**config.mk**
```make
export PLATFORM = sky130hd
export DESIGN_NAME = ocbs_regs
export DESIGN_NICKNAME = d
export VERILOG_FILES = /design/src/rtl/ocbs_regs.v /design/src/rtl/ocbs_spi_frame.v
export VERILOG_INCLUDE_DIRS = /design/src /design/src/pkg
export SDC_FILE = /design/constraint.sdc
export NUM_CORES = 1
export LEC_CHECK = 0
export BUFFER_PORTS_ARGS = -buffer_cell sky130_fd_sc_hd__buf_2
export CORE_ASPECT_RATIO = 0.9
export CORE_MARGIN = 3
export CORE_UTILIZATION = 45
export CTS_CLUSTER_DIAMETER = 50
export DETAILED_ROUTE_END_ITERATION = 6
export SKIP_CTS_REPAIR_TIMING = 1
export SYNTH_ARGS = -nofsm -noshare
export SYNTH_HDL_FRONTEND = slang
export SYNTH_SLANG_ARGS = --single-unit
```
**constraint.sdc**
```tcl
create_clock -name i_sys_clk -period 6 [get_ports i_sys_clk]
set_input_delay 0.3 -clock i_sys_clk [delete_from_list [all_inputs] [get_ports i_sys_clk]]
set_output_delay 0.3 -clock i_sys_clk [all_outputs]
set_load 0.01 [all_outputs]
```
**src/pkg/ocbs_defs.vh**
```
// Register offsets, field positions, reset values and timing counts of the register block.
`ifndef OCBS_DEFS_VH
`define OCBS_DEFS_VH

`define OCBS_ADDR_W 5
`define OCBS_DATA_W 24
`define OCBS_FRAME_BITS 5'h1e
`define OCBS_ADDR_LAST_BIT 5'h05

`define OCBS_REG_CAL_STATUS 5'h08
`define OCBS_REG_CAL_STROBE 5'h04
`define OCBS_REG_CAL_COUNT 5'h09
`define OCBS_REG_STORED 5'h0a
`define OCBS_REG_NVM_EN 5'h0b
`define OCBS_REG_NVM_ADDR 5'h0c
`define OCBS_REG_NVM_STROBE 5'h0d
`define OCBS_REG_ST_EN 5'h0e
`define OCBS_REG_ST_RESULT 5'h0f
`define OCBS_REG_RSVD_FIRST 5'h10
`define OCBS_REG_RSVD_LAST 5'h1a

`define OCBS_STAT_CAL_BUSY_BIT 4
`define OCBS_STAT_NVM_BUSY_BIT 5
`define OCBS_STORED_VALID_BIT 13
`define OCBS_STORED_MSB_COARSE_BIT 14
`define OCBS_STORED_ZIN_BIT 15
`define OCBS_ST_BUSY_BIT 16

`define OCBS_NVM_BITS 16
`define OCBS_NVM_ADDR_W 4
`define OCBS_SIG_W 16

`define OCBS_RST_NVM_EN 1'b0
`define OCBS_RST_NVM_ADDR 4'h0
`define OCBS_RST_ST_EN 1'b0
`define OCBS_RST_SIG 16'h0000
`define OCBS_RST_COUNT 24'h00_0000
`define OCBS_CRC_SEED 16'hffff
`define OCBS_CRC_POLY 16'h1021

`define OCBS_CLK_PERIOD_NS 8
`define OCBS_NVM_PROG_TIME_NS 1000
`define OCBS_NVM_PROG_CYCLES ((`OCBS_NVM_PROG_TIME_NS + `OCBS_CLK_PERIOD_NS - 1) / `OCBS_CLK_PERIOD_NS)
`define OCBS_ST_STEPS 256
`define OCBS_CAL_MAX_CYCLES 4000

`endif

```
**src/rtl/ocbs_regs.v**
```verilog
// Calibration count, stored settings, one-time-programmable write and self-test registers.
//
// Notes on behaviour
// - Calibration counter result is a read-only 24-bit picosecond value, uncorrected.
// - Stored settings readback shows fine, coarse low, gain, bypass and bias fields.
// - Readback bit 14 shows the stored top coarse range bit.
// - Readback bit 15 shows the stored input impedance select.
// - Stored values take effect only with bit 13 set; otherwise reg 01 bit 0 overridden.
// - Memory programming allowed only while enable bit 0 is set; resets to zero.
// - A 4-bit address, reset zero, picks the memory bit the next strobe sets.
// - A write to the strobe register fires programming while enabled and no fuse is being blown; its contents stay reserved.
// - Self-test enable bit 0 puts calibration engine in self-test mode; resets zero.
// - Self-test signature reads as a 16-bit value in bits 15..0, reset zero.
// - Busy bit 16 stays high until the self-test completes; signature invalid meanwhile.
// - A write to the calibration strobe while idle starts calibration, or self-test when enabled.
// - Status bits 4 and 5 show calibration active and memory programming active.
`include "ocbs_defs.vh"

module ocbs_regs
#(
	parameter [11:0] PROG_CYCLES = `OCBS_NVM_PROG_CYCLES,
	parameter [11:0] ST_STEPS = `OCBS_ST_STEPS,
	parameter [11:0] CAL_MAX = `OCBS_CAL_MAX_CYCLES
)
(
	// Clock and reset.
	input wire i_sys_clk,
	input wire i_sys_rst,
	// Serial port pins.
	input wire i_spi_sclk,
	input wire i_spi_sen_n,
	input wire i_spi_sdi,
	output wire o_spi_sdo,
	output wire o_spi_sdo_oe,
	// Lower register block.
	output reg o_low_wr,
	output reg [`OCBS_ADDR_W-1:0] o_low_addr,
	output reg [`OCBS_DATA_W-1:0] o_low_wdata,
	input wire [`OCBS_DATA_W-1:0] i_low_rdata,
	input wire [14:0] i_clk_period_ps,
	output reg o_low_b0_override,
	// Calibration engine.
	input wire i_rc_cmp,
	output reg o_cal_start,
	output reg o_cal_busy,
	output reg [`OCBS_DATA_W-1:0] o_cal_count,
	output reg o_selftest_mode_on,
	output reg o_selftest_busy,
	// Non-volatile memory.
	output reg [`OCBS_NVM_BITS-1:0] o_stored_settings,
	output reg o_stored_valid,
	output reg o_nvm_write_active,
	output reg o_nvm_fuse_pulse,
	output reg [`OCBS_NVM_ADDR_W-1:0] o_nvm_fuse_addr
);

	localparam [2:0] ST_IDLE = 3'b001;
	localparam [2:0] ST_MEAS = 3'b010;
	localparam [2:0] ST_TEST = 3'b100;

	wire [`OCBS_ADDR_W-1:0] bus_addr;
	wire bus_rd_req;
	wire bus_wr;
	wire [`OCBS_DATA_W-1:0] bus_wdata;
	reg [`OCBS_DATA_W-1:0] next_rdata;
	reg nvm_program_en;
	reg [`OCBS_NVM_ADDR_W-1:0] nvm_program_address;
	reg [`OCBS_NVM_BITS-1:0] nvm_bits;
	reg [11:0] prog_cnt;
	reg [`OCBS_SIG_W-1:0] selftest_signature;
	reg [2:0] cal_state;
	reg [11:0] step_cnt;
	reg cmp_m;
	reg cmp_s;
	wire [24:0] count_sum;
	wire crc_fb;
	wire wr_cal;
	wire wr_nvm_strobe;
	wire fuse_done;

	ocbs_spi_frame u_frame
	(
		.i_sys_clk(i_sys_clk),
		.i_sys_rst(i_sys_rst),
		.i_spi_sclk(i_spi_sclk),
		.i_spi_sen_n(i_spi_sen_n),
		.i_spi_sdi(i_spi_sdi),
		.o_sdo(o_spi_sdo),
		.o_sdo_oe(o_spi_sdo_oe),
		.o_addr(bus_addr),
		.o_rd_req(bus_rd_req),
		.i_rdata(next_rdata),
		.o_wr(bus_wr),
		.o_wdata(bus_wdata)
	);

	assign wr_cal = bus_wr && bus_addr == `OCBS_REG_CAL_STROBE;
	assign wr_nvm_strobe = bus_wr && bus_addr == `OCBS_REG_NVM_STROBE;
	assign fuse_done = o_nvm_fuse_pulse && prog_cnt == PROG_CYCLES - 12'h001;
	assign count_sum = {1'b0, o_cal_count} + {10'h000, i_clk_period_ps};
	assign crc_fb = selftest_signature[15] ^ o_cal_count[0];

	// Read data is loaded into the frame receiver two cycles after the address is known.
	always @*
	begin
		next_rdata = 24'h00_0000;
		case (bus_addr)
			`OCBS_REG_CAL_STATUS:
			begin
				next_rdata = i_low_rdata;
				next_rdata[`OCBS_STAT_CAL_BUSY_BIT] = o_cal_busy;
				next_rdata[`OCBS_STAT_NVM_BUSY_BIT] = o_nvm_write_active;
			end
			`OCBS_REG_CAL_COUNT: next_rdata = o_cal_count;
			`OCBS_REG_STORED: next_rdata = {8'h00, nvm_bits};
			`OCBS_REG_NVM_EN: next_rdata = {23'h00_0000, nvm_program_en};
			`OCBS_REG_NVM_ADDR: next_rdata = {20'h0_0000, nvm_program_address};
			`OCBS_REG_NVM_STROBE: next_rdata = 24'h00_0000;
			`OCBS_REG_ST_EN: next_rdata = {23'h00_0000, o_selftest_mode_on};
			`OCBS_REG_ST_RESULT: next_rdata = {7'h00, o_selftest_busy, selftest_signature};
			default:
			begin
				if (bus_addr < `OCBS_REG_CAL_STATUS)
					next_rdata = i_low_rdata;
				else
					next_rdata = 24'h00_0000;
			end
		endcase
	end

	// Writes up to and including the status register are handed on; the reserved range ignores writes.
	always @(posedge i_sys_clk)
	begin
		if (i_sys_rst)
		begin
			o_low_wr <= 1'b0;
			o_low_addr <= 5'h00;
			o_low_wdata <= 24'h00_0000;
			nvm_program_en <= `OCBS_RST_NVM_EN;
			nvm_program_address <= `OCBS_RST_NVM_ADDR;
			o_selftest_mode_on <= `OCBS_RST_ST_EN;
		end
		else
		begin
			o_low_wr <= bus_wr && bus_addr <= `OCBS_REG_CAL_STATUS;
			if (bus_wr)
			begin
				o_low_addr <= bus_addr;
				o_low_wdata <= bus_wdata;
			end
			if (bus_wr && bus_addr == `OCBS_REG_NVM_EN)
				nvm_program_en <= bus_wdata[0];
			if (bus_wr && bus_addr == `OCBS_REG_NVM_ADDR)
				nvm_program_address <= bus_wdata[`OCBS_NVM_ADDR_W-1:0];
			if (bus_wr && bus_addr == `OCBS_REG_ST_EN)
				o_selftest_mode_on <= bus_wdata[0];
		end
	end

	// The address is latched at the strobe so a later address write cannot
	// redirect a fuse that is already being blown.
	always @(posedge i_sys_clk)
	begin
		if (i_sys_rst)
		begin
			o_nvm_fuse_pulse <= 1'b0;
			o_nvm_fuse_addr <= 4'h0;
			o_nvm_write_active <= 1'b0;
			prog_cnt <= 12'h000;
		end
		else
		begin
			if (wr_nvm_strobe && nvm_program_en && !o_nvm_fuse_pulse)
			begin
				o_nvm_fuse_pulse <= 1'b1;
				o_nvm_fuse_addr <= nvm_program_address;
				prog_cnt <= 12'h000;
			end
			else if (fuse_done)
				o_nvm_fuse_pulse <= 1'b0;
			else if (o_nvm_fuse_pulse)
				prog_cnt <= prog_cnt + 12'h001;
			o_nvm_write_active <= (o_nvm_fuse_pulse && !fuse_done) ||
				(wr_nvm_strobe && nvm_program_en);
		end
	end

	// Fuses only ever go from zero to one, so each cell is a set-only flop.
	genvar gi;
	generate
		for (gi = 0; gi < `OCBS_NVM_BITS; gi = gi + 1)
		begin : g_fuse
			always @(posedge i_sys_clk)
			begin
				if (i_sys_rst)
					nvm_bits[gi] <= 1'b0;
				else if (fuse_done && o_nvm_fuse_addr == gi)
					nvm_bits[gi] <= 1'b1;
			end
		end
	endgenerate

	always @(posedge i_sys_clk)
	begin
		if (i_sys_rst)
		begin
			o_stored_settings <= 16'h0000;
			o_stored_valid <= 1'b0;
			o_low_b0_override <= 1'b1;
		end
		else
		begin
			// coarse msb and impedance bits ride in the same word.
			o_stored_settings <= nvm_bits;
			o_stored_valid <= nvm_bits[`OCBS_STORED_VALID_BIT];
			o_low_b0_override <= ~nvm_bits[`OCBS_STORED_VALID_BIT];
		end
	end

	always @(posedge i_sys_clk)
	begin
		if (i_sys_rst)
		begin
			cmp_m <= 1'b0;
			cmp_s <= 1'b0;
		end
		else
		begin
			cmp_m <= i_rc_cmp;
			cmp_s <= cmp_m;
		end
	end

	// A strobe while a cycle runs is ignored rather than restarting the count.
	always @(posedge i_sys_clk)
	begin
		if (i_sys_rst)
		begin
			cal_state <= ST_IDLE;
			step_cnt <= 12'h000;
			o_cal_count <= `OCBS_RST_COUNT;
			o_cal_start <= 1'b0;
			o_cal_busy <= 1'b0;
			o_selftest_busy <= 1'b0;
			selftest_signature <= `OCBS_RST_SIG;
		end
		else
		begin
			o_cal_start <= 1'b0;
			case (cal_state)
				ST_IDLE:
				begin
					if (wr_cal)
					begin
						o_cal_start <= 1'b1;
						o_cal_count <= `OCBS_RST_COUNT;
						step_cnt <= 12'h000;
						o_cal_busy <= 1'b1;
						if (o_selftest_mode_on)
						begin
							cal_state <= ST_TEST;
							o_selftest_busy <= 1'b1;
							selftest_signature <= `OCBS_CRC_SEED;
						end
						else
							cal_state <= ST_MEAS;
					end
				end
				ST_MEAS:
				begin
					step_cnt <= step_cnt + 12'h001;
					// count picoseconds until the comparator trips.
					if (cmp_s || count_sum[24] || step_cnt == CAL_MAX - 12'h001)
					begin
						cal_state <= ST_IDLE;
						o_cal_busy <= 1'b0;
					end
					if (!cmp_s && !count_sum[24])
						o_cal_count <= count_sum[23:0];
				end
				ST_TEST:
				begin
					step_cnt <= step_cnt + 12'h001;
					o_cal_count <= count_sum[23:0];
					if (crc_fb)
						selftest_signature <= {selftest_signature[14:0], 1'b0} ^ `OCBS_CRC_POLY;
					else
						selftest_signature <= {selftest_signature[14:0], 1'b0};
					if (step_cnt == ST_STEPS - 12'h001)
					begin
						cal_state <= ST_IDLE;
						o_cal_busy <= 1'b0;
						o_selftest_busy <= 1'b0;
					end
				end
				default:
				begin
					cal_state <= ST_IDLE;
					o_cal_busy <= 1'b0;
					o_selftest_busy <= 1'b0;
				end
			endcase
		end
	end

endmodule // ocbs_regs

```
**src/rtl/ocbs_spi_frame.v**
```verilog
// Serial port frame receiver and read data shifter on the system clock.
`include "ocbs_defs.vh"

module ocbs_spi_frame
(
	// Clock and reset.
	input wire i_sys_clk,
	input wire i_sys_rst,
	// Serial pins.
	input wire i_spi_sclk,
	input wire i_spi_sen_n,
	input wire i_spi_sdi,
	output reg o_sdo,
	output reg o_sdo_oe,
	// Register side.
	output reg [`OCBS_ADDR_W-1:0] o_addr,
	output reg o_rd_req,
	input wire [`OCBS_DATA_W-1:0] i_rdata,
	output reg o_wr,
	output reg [`OCBS_DATA_W-1:0] o_wdata
);

	reg sclk_m;
	reg sclk_s;
	reg sclk_d;
	reg sen_m;
	reg sen_s;
	reg sen_d;
	reg sdi_m;
	reg sdi_s;
	reg [4:0] bit_cnt;
	reg [28:0] shift_in;
	reg is_read;
	reg load_out;
	reg [`OCBS_DATA_W-1:0] shift_out;
	wire sclk_rise;
	wire sclk_fall;

	assign sclk_rise = sclk_s & ~sclk_d;
	assign sclk_fall = ~sclk_s & sclk_d;

	// Pins are asynchronous, so the serial clock is oversampled; it must stay
	// high and low for at least four system clocks.
	always @(posedge i_sys_clk)
	begin
		if (i_sys_rst)
		begin
			sclk_m <= 1'b0;
			sclk_s <= 1'b0;
			sclk_d <= 1'b0;
			sen_m <= 1'b1;
			sen_s <= 1'b1;
			sen_d <= 1'b1;
			sdi_m <= 1'b0;
			sdi_s <= 1'b0;
		end
		else
		begin
			sclk_m <= i_spi_sclk;
			sclk_s <= sclk_m;
			sclk_d <= sclk_s;
			sen_m <= i_spi_sen_n;
			sen_s <= sen_m;
			sen_d <= sen_s;
			sdi_m <= i_spi_sdi;
			sdi_s <= sdi_m;
		end
	end

	always @(posedge i_sys_clk)
	begin
		if (i_sys_rst)
		begin
			bit_cnt <= 5'h00;
			shift_in <= 29'h0;
			is_read <= 1'b0;
			o_addr <= 5'h00;
			o_rd_req <= 1'b0;
			load_out <= 1'b0;
			o_wr <= 1'b0;
			o_wdata <= 24'h00_0000;
			shift_out <= 24'h00_0000;
			o_sdo <= 1'b0;
			o_sdo_oe <= 1'b0;
		end
		else
		begin
			o_rd_req <= 1'b0;
			o_wr <= 1'b0;
			load_out <= o_rd_req;
			if (load_out)
			begin
				shift_out <= i_rdata;
				o_sdo_oe <= 1'b1;
			end
			if (sen_s)
			begin
				bit_cnt <= 5'h00;
				o_sdo_oe <= 1'b0;
				// A write takes effect only for a complete frame; short or long ones are dropped.
				if (!sen_d && bit_cnt == `OCBS_FRAME_BITS && !is_read)
				begin
					o_wr <= 1'b1;
					o_wdata <= shift_in[23:0];
				end
			end
			else if (sclk_rise)
			begin
				shift_in <= {shift_in[27:0], sdi_s};
				if (bit_cnt != 5'h1f)
					bit_cnt <= bit_cnt + 5'h01;
				if (bit_cnt == 5'h00)
					is_read <= sdi_s;
				if (bit_cnt == `OCBS_ADDR_LAST_BIT)
				begin
					o_addr <= {shift_in[3:0], sdi_s};
					o_rd_req <= is_read;
				end
			end
			else if (sclk_fall && o_sdo_oe && !load_out)
			begin
				o_sdo <= shift_out[23];
				shift_out <= {shift_out[22:0], 1'b0};
			end
		end
	end

endmodule // ocbs_spi_frame

```
== Word-level counts from Yosys, hierarchy flattened ==
Cells that the tools add are included.

* $add $sub $neg: 4
* Magnitude comparators: 2
* Equality and inequality tests: 38
* Multiplexer cells: 31
* Bitwise operators: 13
* Reduce and logical (&&, ||, !) cells: 65

{| class="wikitable"
|+ Operators with widths
! cell !! count
|-
| case mux 24 bit (8 select lines) || 1
|-
| two-way mux 24 bit || 7
|-
| case mux 24 bit (3 select lines) || 1
|-
| equality test 5 x 4 -> 1 bit (second input constant) || 8
|-
| equality test 4 bit (second input constant) || 8
|-
| two-way mux 16 bit || 2
|-
| case mux 16 bit (2 select lines) || 1
|-
| logical AND 1 bit || 31
|-
| adder 24 x 15 -> 25 bit || 1
|-
| adder 12 x 1 -> 12 bit (second input constant) || 2
|-
| case mux 12 bit (2 select lines) || 1
|-
| AND reduction 3 bit || 6
|-
| equality test 4 x 3 -> 1 bit (second input constant) || 4
|-
| two-way mux 13 bit || 1
|-
| equality test 12 bit (second input constant) || 1
|-
| equality test 12 x 7 -> 1 bit (second input constant) || 1
|-
| equality test 12 x 8 -> 1 bit (second input constant) || 1
|-
| two-way mux 12 bit || 1
|-
| two-way mux 3 bit || 4
|-
| equality test 5 x 3 -> 1 bit (second input constant) || 2
|-
| inequality test 2 bit (second input constant) || 5
|-
| AND reduction 2 bit || 5
|-
| OR reduction 2 bit || 5
|-
| two-way mux 1 bit || 9
|-
| other kinds (24) || 45
|}

* Register bits after elaboration: 244
* Input bits: 45

== Depth between registers and ports, before layout ==
* Word-level depth: 7
* Mapped depth: 12

== By module ==
From an unflattened synthesis, not the netlist that was laid out.

* Cell total of the unflattened synthesis: 1196
* Area, all modules: 10811.6 um^2

{| class="wikitable"
|+ By module, submodules not included
! module !! times used !! cells each !! area an instance (um^2) !! sequential area each (um^2)
|-
| ocbs_regs || 1 || 786 || 6790.3 || 2942.8
|-
| ocbs_spi_frame || 1 || 410 || 4021.4 || 1921.8
|}

== Worst setup path after synthesis ==
Ideal clock, no wire load.

* Path kind: register to register
* From: register o_cal_count[0]
* To: register o_cal_count[18]
* Arrival: 2.523 ns
* Required time: 5.884 ns
* Setup slack: 3.360 ns
* Stages on the path, launching flop included: 12
* Path buffers: 0
* Period minus slack after synthesis: 2.640 ns
* Cells stage by stage: dfxtp_1 ha_1 inv_1 fa_1 nor2b_1 o21a_1 a311o_1 a21oi_4 o221ai_4 a211oi_4 a31oi_1 a41o_1

* Cells in the longest elaborated chain, start to end: 5

{| class="wikitable"
|+ RTL lines
! what !! line !! source
|-
| from (decl) || ocbs_regs.v:46 || <nowiki>output reg [`OCBS_DATA_W-1:0] o_cal_count,</nowiki>
|-
| from (signal assigned) || ocbs_regs.v:241 || <nowiki>o_cal_count <= `OCBS_RST_COUNT;</nowiki>
|-
| from (signal assigned) || ocbs_regs.v:256 || <nowiki>o_cal_count <= `OCBS_RST_COUNT;</nowiki>
|-
| from (signal assigned) || ocbs_regs.v:279 || <nowiki>o_cal_count <= count_sum[23:0];</nowiki>
|-
| adder 24 x 15 -> 25 bit * || ocbs_regs.v:100 || <nowiki>assign count_sum = {1'b0, o_cal_count} + {10'h000, i_clk_period_ps};</nowiki>
|-
| zero test 1 bit || ocbs_regs.v:278 || <nowiki>if (!cmp_s && !count_sum[24])</nowiki>
|-
| logical AND 1 bit || ocbs_regs.v:278 ||
|-
| inequality test 2 bit (no source line) || n/a ||
|-
| AND reduction 3 bit (no source line) || n/a ||
|}

Mark *: on every way between the ends. The rest lies on a longest branch, timed or not. The select of a mux whose other input is x is not followed.
A chain may end at the register's enable or synchronous reset.

== Worst setup path in the final report ==
* From: register o_cal_count[0]
* To: register o_cal_count[14]

Same word-level chain as after synthesis.

==> results.md <==
* Number of global-route vias before repair at 7866
* Global Route Usage Sum at 0.202
* Fraction of synthesized cell area taken by the top area cell type at 0.475
* Average detailed-routed wire length per instance at 15.8 µm
* Critical setup path kind: reg -> reg
* Register bit count reported by yosys at 243
* Clock tree from TritonCTS: yes
* Number of DRC violations after detailed routing at 0
* Setup TNS at 0 ps
* Global-route wire length before repair at 40900 µm
* Clk buf depth at 3
* Slew Limit Headroom at 0.212
* Clock skew after layout at 6.36 ps
* Setup repair after global routing missed its margin: false
* Dpl hpwl at 17400 µm
* Number of buffer and inverter instances along the worst setup path at 1
* Overflow left after global routing at 0
* Final Wtd Congestion at 0.845
* Instance count along the most critical hold path at 5
* Sequential share of the synthesized area at 0.475
* Finish-stage setup viols at 0
* Total length of routed wires at 25400 µm
* Mapped Cells at 1204
* Data arrival at the endpoint of the critical path at 3730 ps
* # fillers at 2127
* Largest net degree at the start of global routing at 106
* Number of I/O port buffers at 128
* CP peak stage delay at 510 ps
* Most repeated cell in the gate-level netlist after synthesis: dfxtp_1
* Share of the core filled with cells at 0.546
* Main flop type after synthesis: dfxtp_1
* Cell type with the highest aggregate area in the netlist: dfxtp_1
* Number of buffers created by CTS at 27
* CP startpoint kind: flop
* Clock sink count at 243
* First-pass iteration count of the detailed router at 7
* Post-synth net total at 1273
* Type of the worst min-delay path: in -> reg
* Via Count at 8606
* Clock network latency to the later pin of the worst-skew pair at 530 ps
* Yosys synthesis warning count at 0
* Maximum level of the CTS H-tree at 1
* Tcrit/Tclk final at 0.558
* Outcome: finished, final reports clean
* Commonest cells in the netlist: dfxtp_1, nand2_1, nor2_1, a21oi_1, nand3_1
* Average size of a mapped cell at 8.50 µm²
* Die X-Extent at 165 µm
* Antenna violations before repair at 0
* Total power at 3.46 mW
* Number of hold violations in the final report at 0
* Critical path peak fanout at 17
* Fin. max-slew vios at 0
* Starting density of the core at 0.465
* Distinct cell type count of the synthesized netlist at 53
* Synth top area cells: dfxtp_1, nand2_1, nor2_1
* Final antenna-violating net count at 0
* Full die area at 24600 µm²
* Placeable Area at 22000 µm²
* Die Ht at 149 µm
* Number of primary I/O pins at 129
* Maximum VDD drop at 236 µV
* Least-Margin Pin Slew at 1180 ps
* Final critical-path required period at 3350 ps
* Fmax at 299 MHz
* Area growth, synth to finish at 17.5%
* Antenna diode count at 0
* Leakage power at 4.64 nW
* Logic depth of the worst setup path including buffers at 11
* DRC violation total after the first TritonRoute iteration at 655
* Number of flops mapped to enable cells by yosys at 0
* Smallest hold slack at 184 ps
* Worst R2R Path Depth at 11
* Fraction of layout cells with a size suffix above 1 at 0.147
* FP Rows at 51
* Crit path required time at 6380 ps
* FF-to-FF setup slack at 2650 ps
* Nature of the critical path endpoint: flop
* Layout Nets at 1368
* Via density per instance at 5.35
* Crit path max-delay family: compound AO/OA/AOI/OAI gates
* Cell-by-cell listing of the critical path: ha_1 > inv_1 > fa_1 > nor2b_1 > o21a_1 > a311o_1 > a21oi_4 > o221ai_4 > nand2_1 > nand4_1 > a21oi_1
* Pwr Density at 288 nW/µm²
* Async set-reset flop share out of synthesis at 0
* Clock root buffer: clkbuf_16
* Post-CTS clock slew at the launch and capture registers of the worst setup and hold paths at 60 ps
* Synthesized cell area at 10200 µm²
* Slowest stage cell on the critical path: o221ai_4
* Max-cap violation count at 0
## metal layers
metal / global-route usage / share of wire
met4: 0.0566 / 0.026
met1: 0.288 / 0.46
met2: 0.319 / 0.46
met5: 0 / 0
met3: 0.0303 / 0.055
## path summary, 6_finish.rpt
| path | startpoint | to |
|---|---|---|
| setup / recovery | o_cal_count[0] | o_cal_count[14] |
| hold / removal | i_low_rdata[14] | u_frame.shift_out[14] |
| setup reg to reg | o_cal_count[0] | o_cal_count[14] |
| hold reg to reg | u_frame.sen_m | u_frame.sen_s |
## report_power, final
part / internal (mW) / switching, mW / leakage [nW]
clock network: 1.10 / 0.660 / 0.463
logic: 0.0315 / 0.0538 / 2.22
registers: 1.62 / 0.00286 / 1.96
total: 2.75 / 0.717 / 4.64
## cell usage in the layout (no fill, tap or decap), types with 24 or more instances in the layout
master,netlist,layout
nor3_1,27,26
inv_1,24,24
a21oi_1,113,112
nor2b_1,28,28
clkbuf_16,0,27
dfxtp_1,243,242
buf_2,6,127
xor2_1,25,25
nor2_1,151,151
o21ai_0,24,24
mux2i_1,42,42
nand3_1,63,63
nand2_1,176,176
## cell families after synthesis
group,Yosys count,share of synthesized area
simple gates,519,0.229
buf+inv,95,0.0360
fa+ha+maj,24,0.0301
mux,42,0.0411
flops,243,0.475
compound gates,241,0.154
xor+xnor,40,0.0342
## registers in the layout, indices dropped and copies added (netlist names), 12 cells and up
register	flops
u_frame.o_wdata	24
nvm_bits	16
u_frame.shift_in	24
o_stored_settings	16
step_cnt	12
selftest_signature	16
o_low_wdata	24
u_frame.shift_out	24
o_cal_count	24
prog_cnt	12
## tightest hold or removal path, cell delays in order
cell	delay, ps
buf_2	100
nand2_1	50
nand3_1	70
o211ai_1	80
a21oi_1	70
## metrics by stage
step / setup slack [ps] / area (µm²) / std cells
final: 2650 / 12000 / 1608
after floorplan: 3360 / 10200 / 1204
after global placement: 2770 / 11000 / 1557
after detailed placement: 2710 / 11000 / 1557
after CTS: 2700 / 12000 / 1604
after global routing: 2460 / 12000 / 1608
## layout make-up
cell class	count	area, µm²	area share
Tap cell	291	364	0.0303
Multi-Input combinational cell	866	5010	0.417
Timing Repair Buffer	137	724	0.0603
Clock inverter	11	214	0.0178
Sequential cell	243	4870	0.405
Clock buffer	36	749	0.0623
Inverter	24	90.1	0.00749
Power figures use the tool's default switching activity.
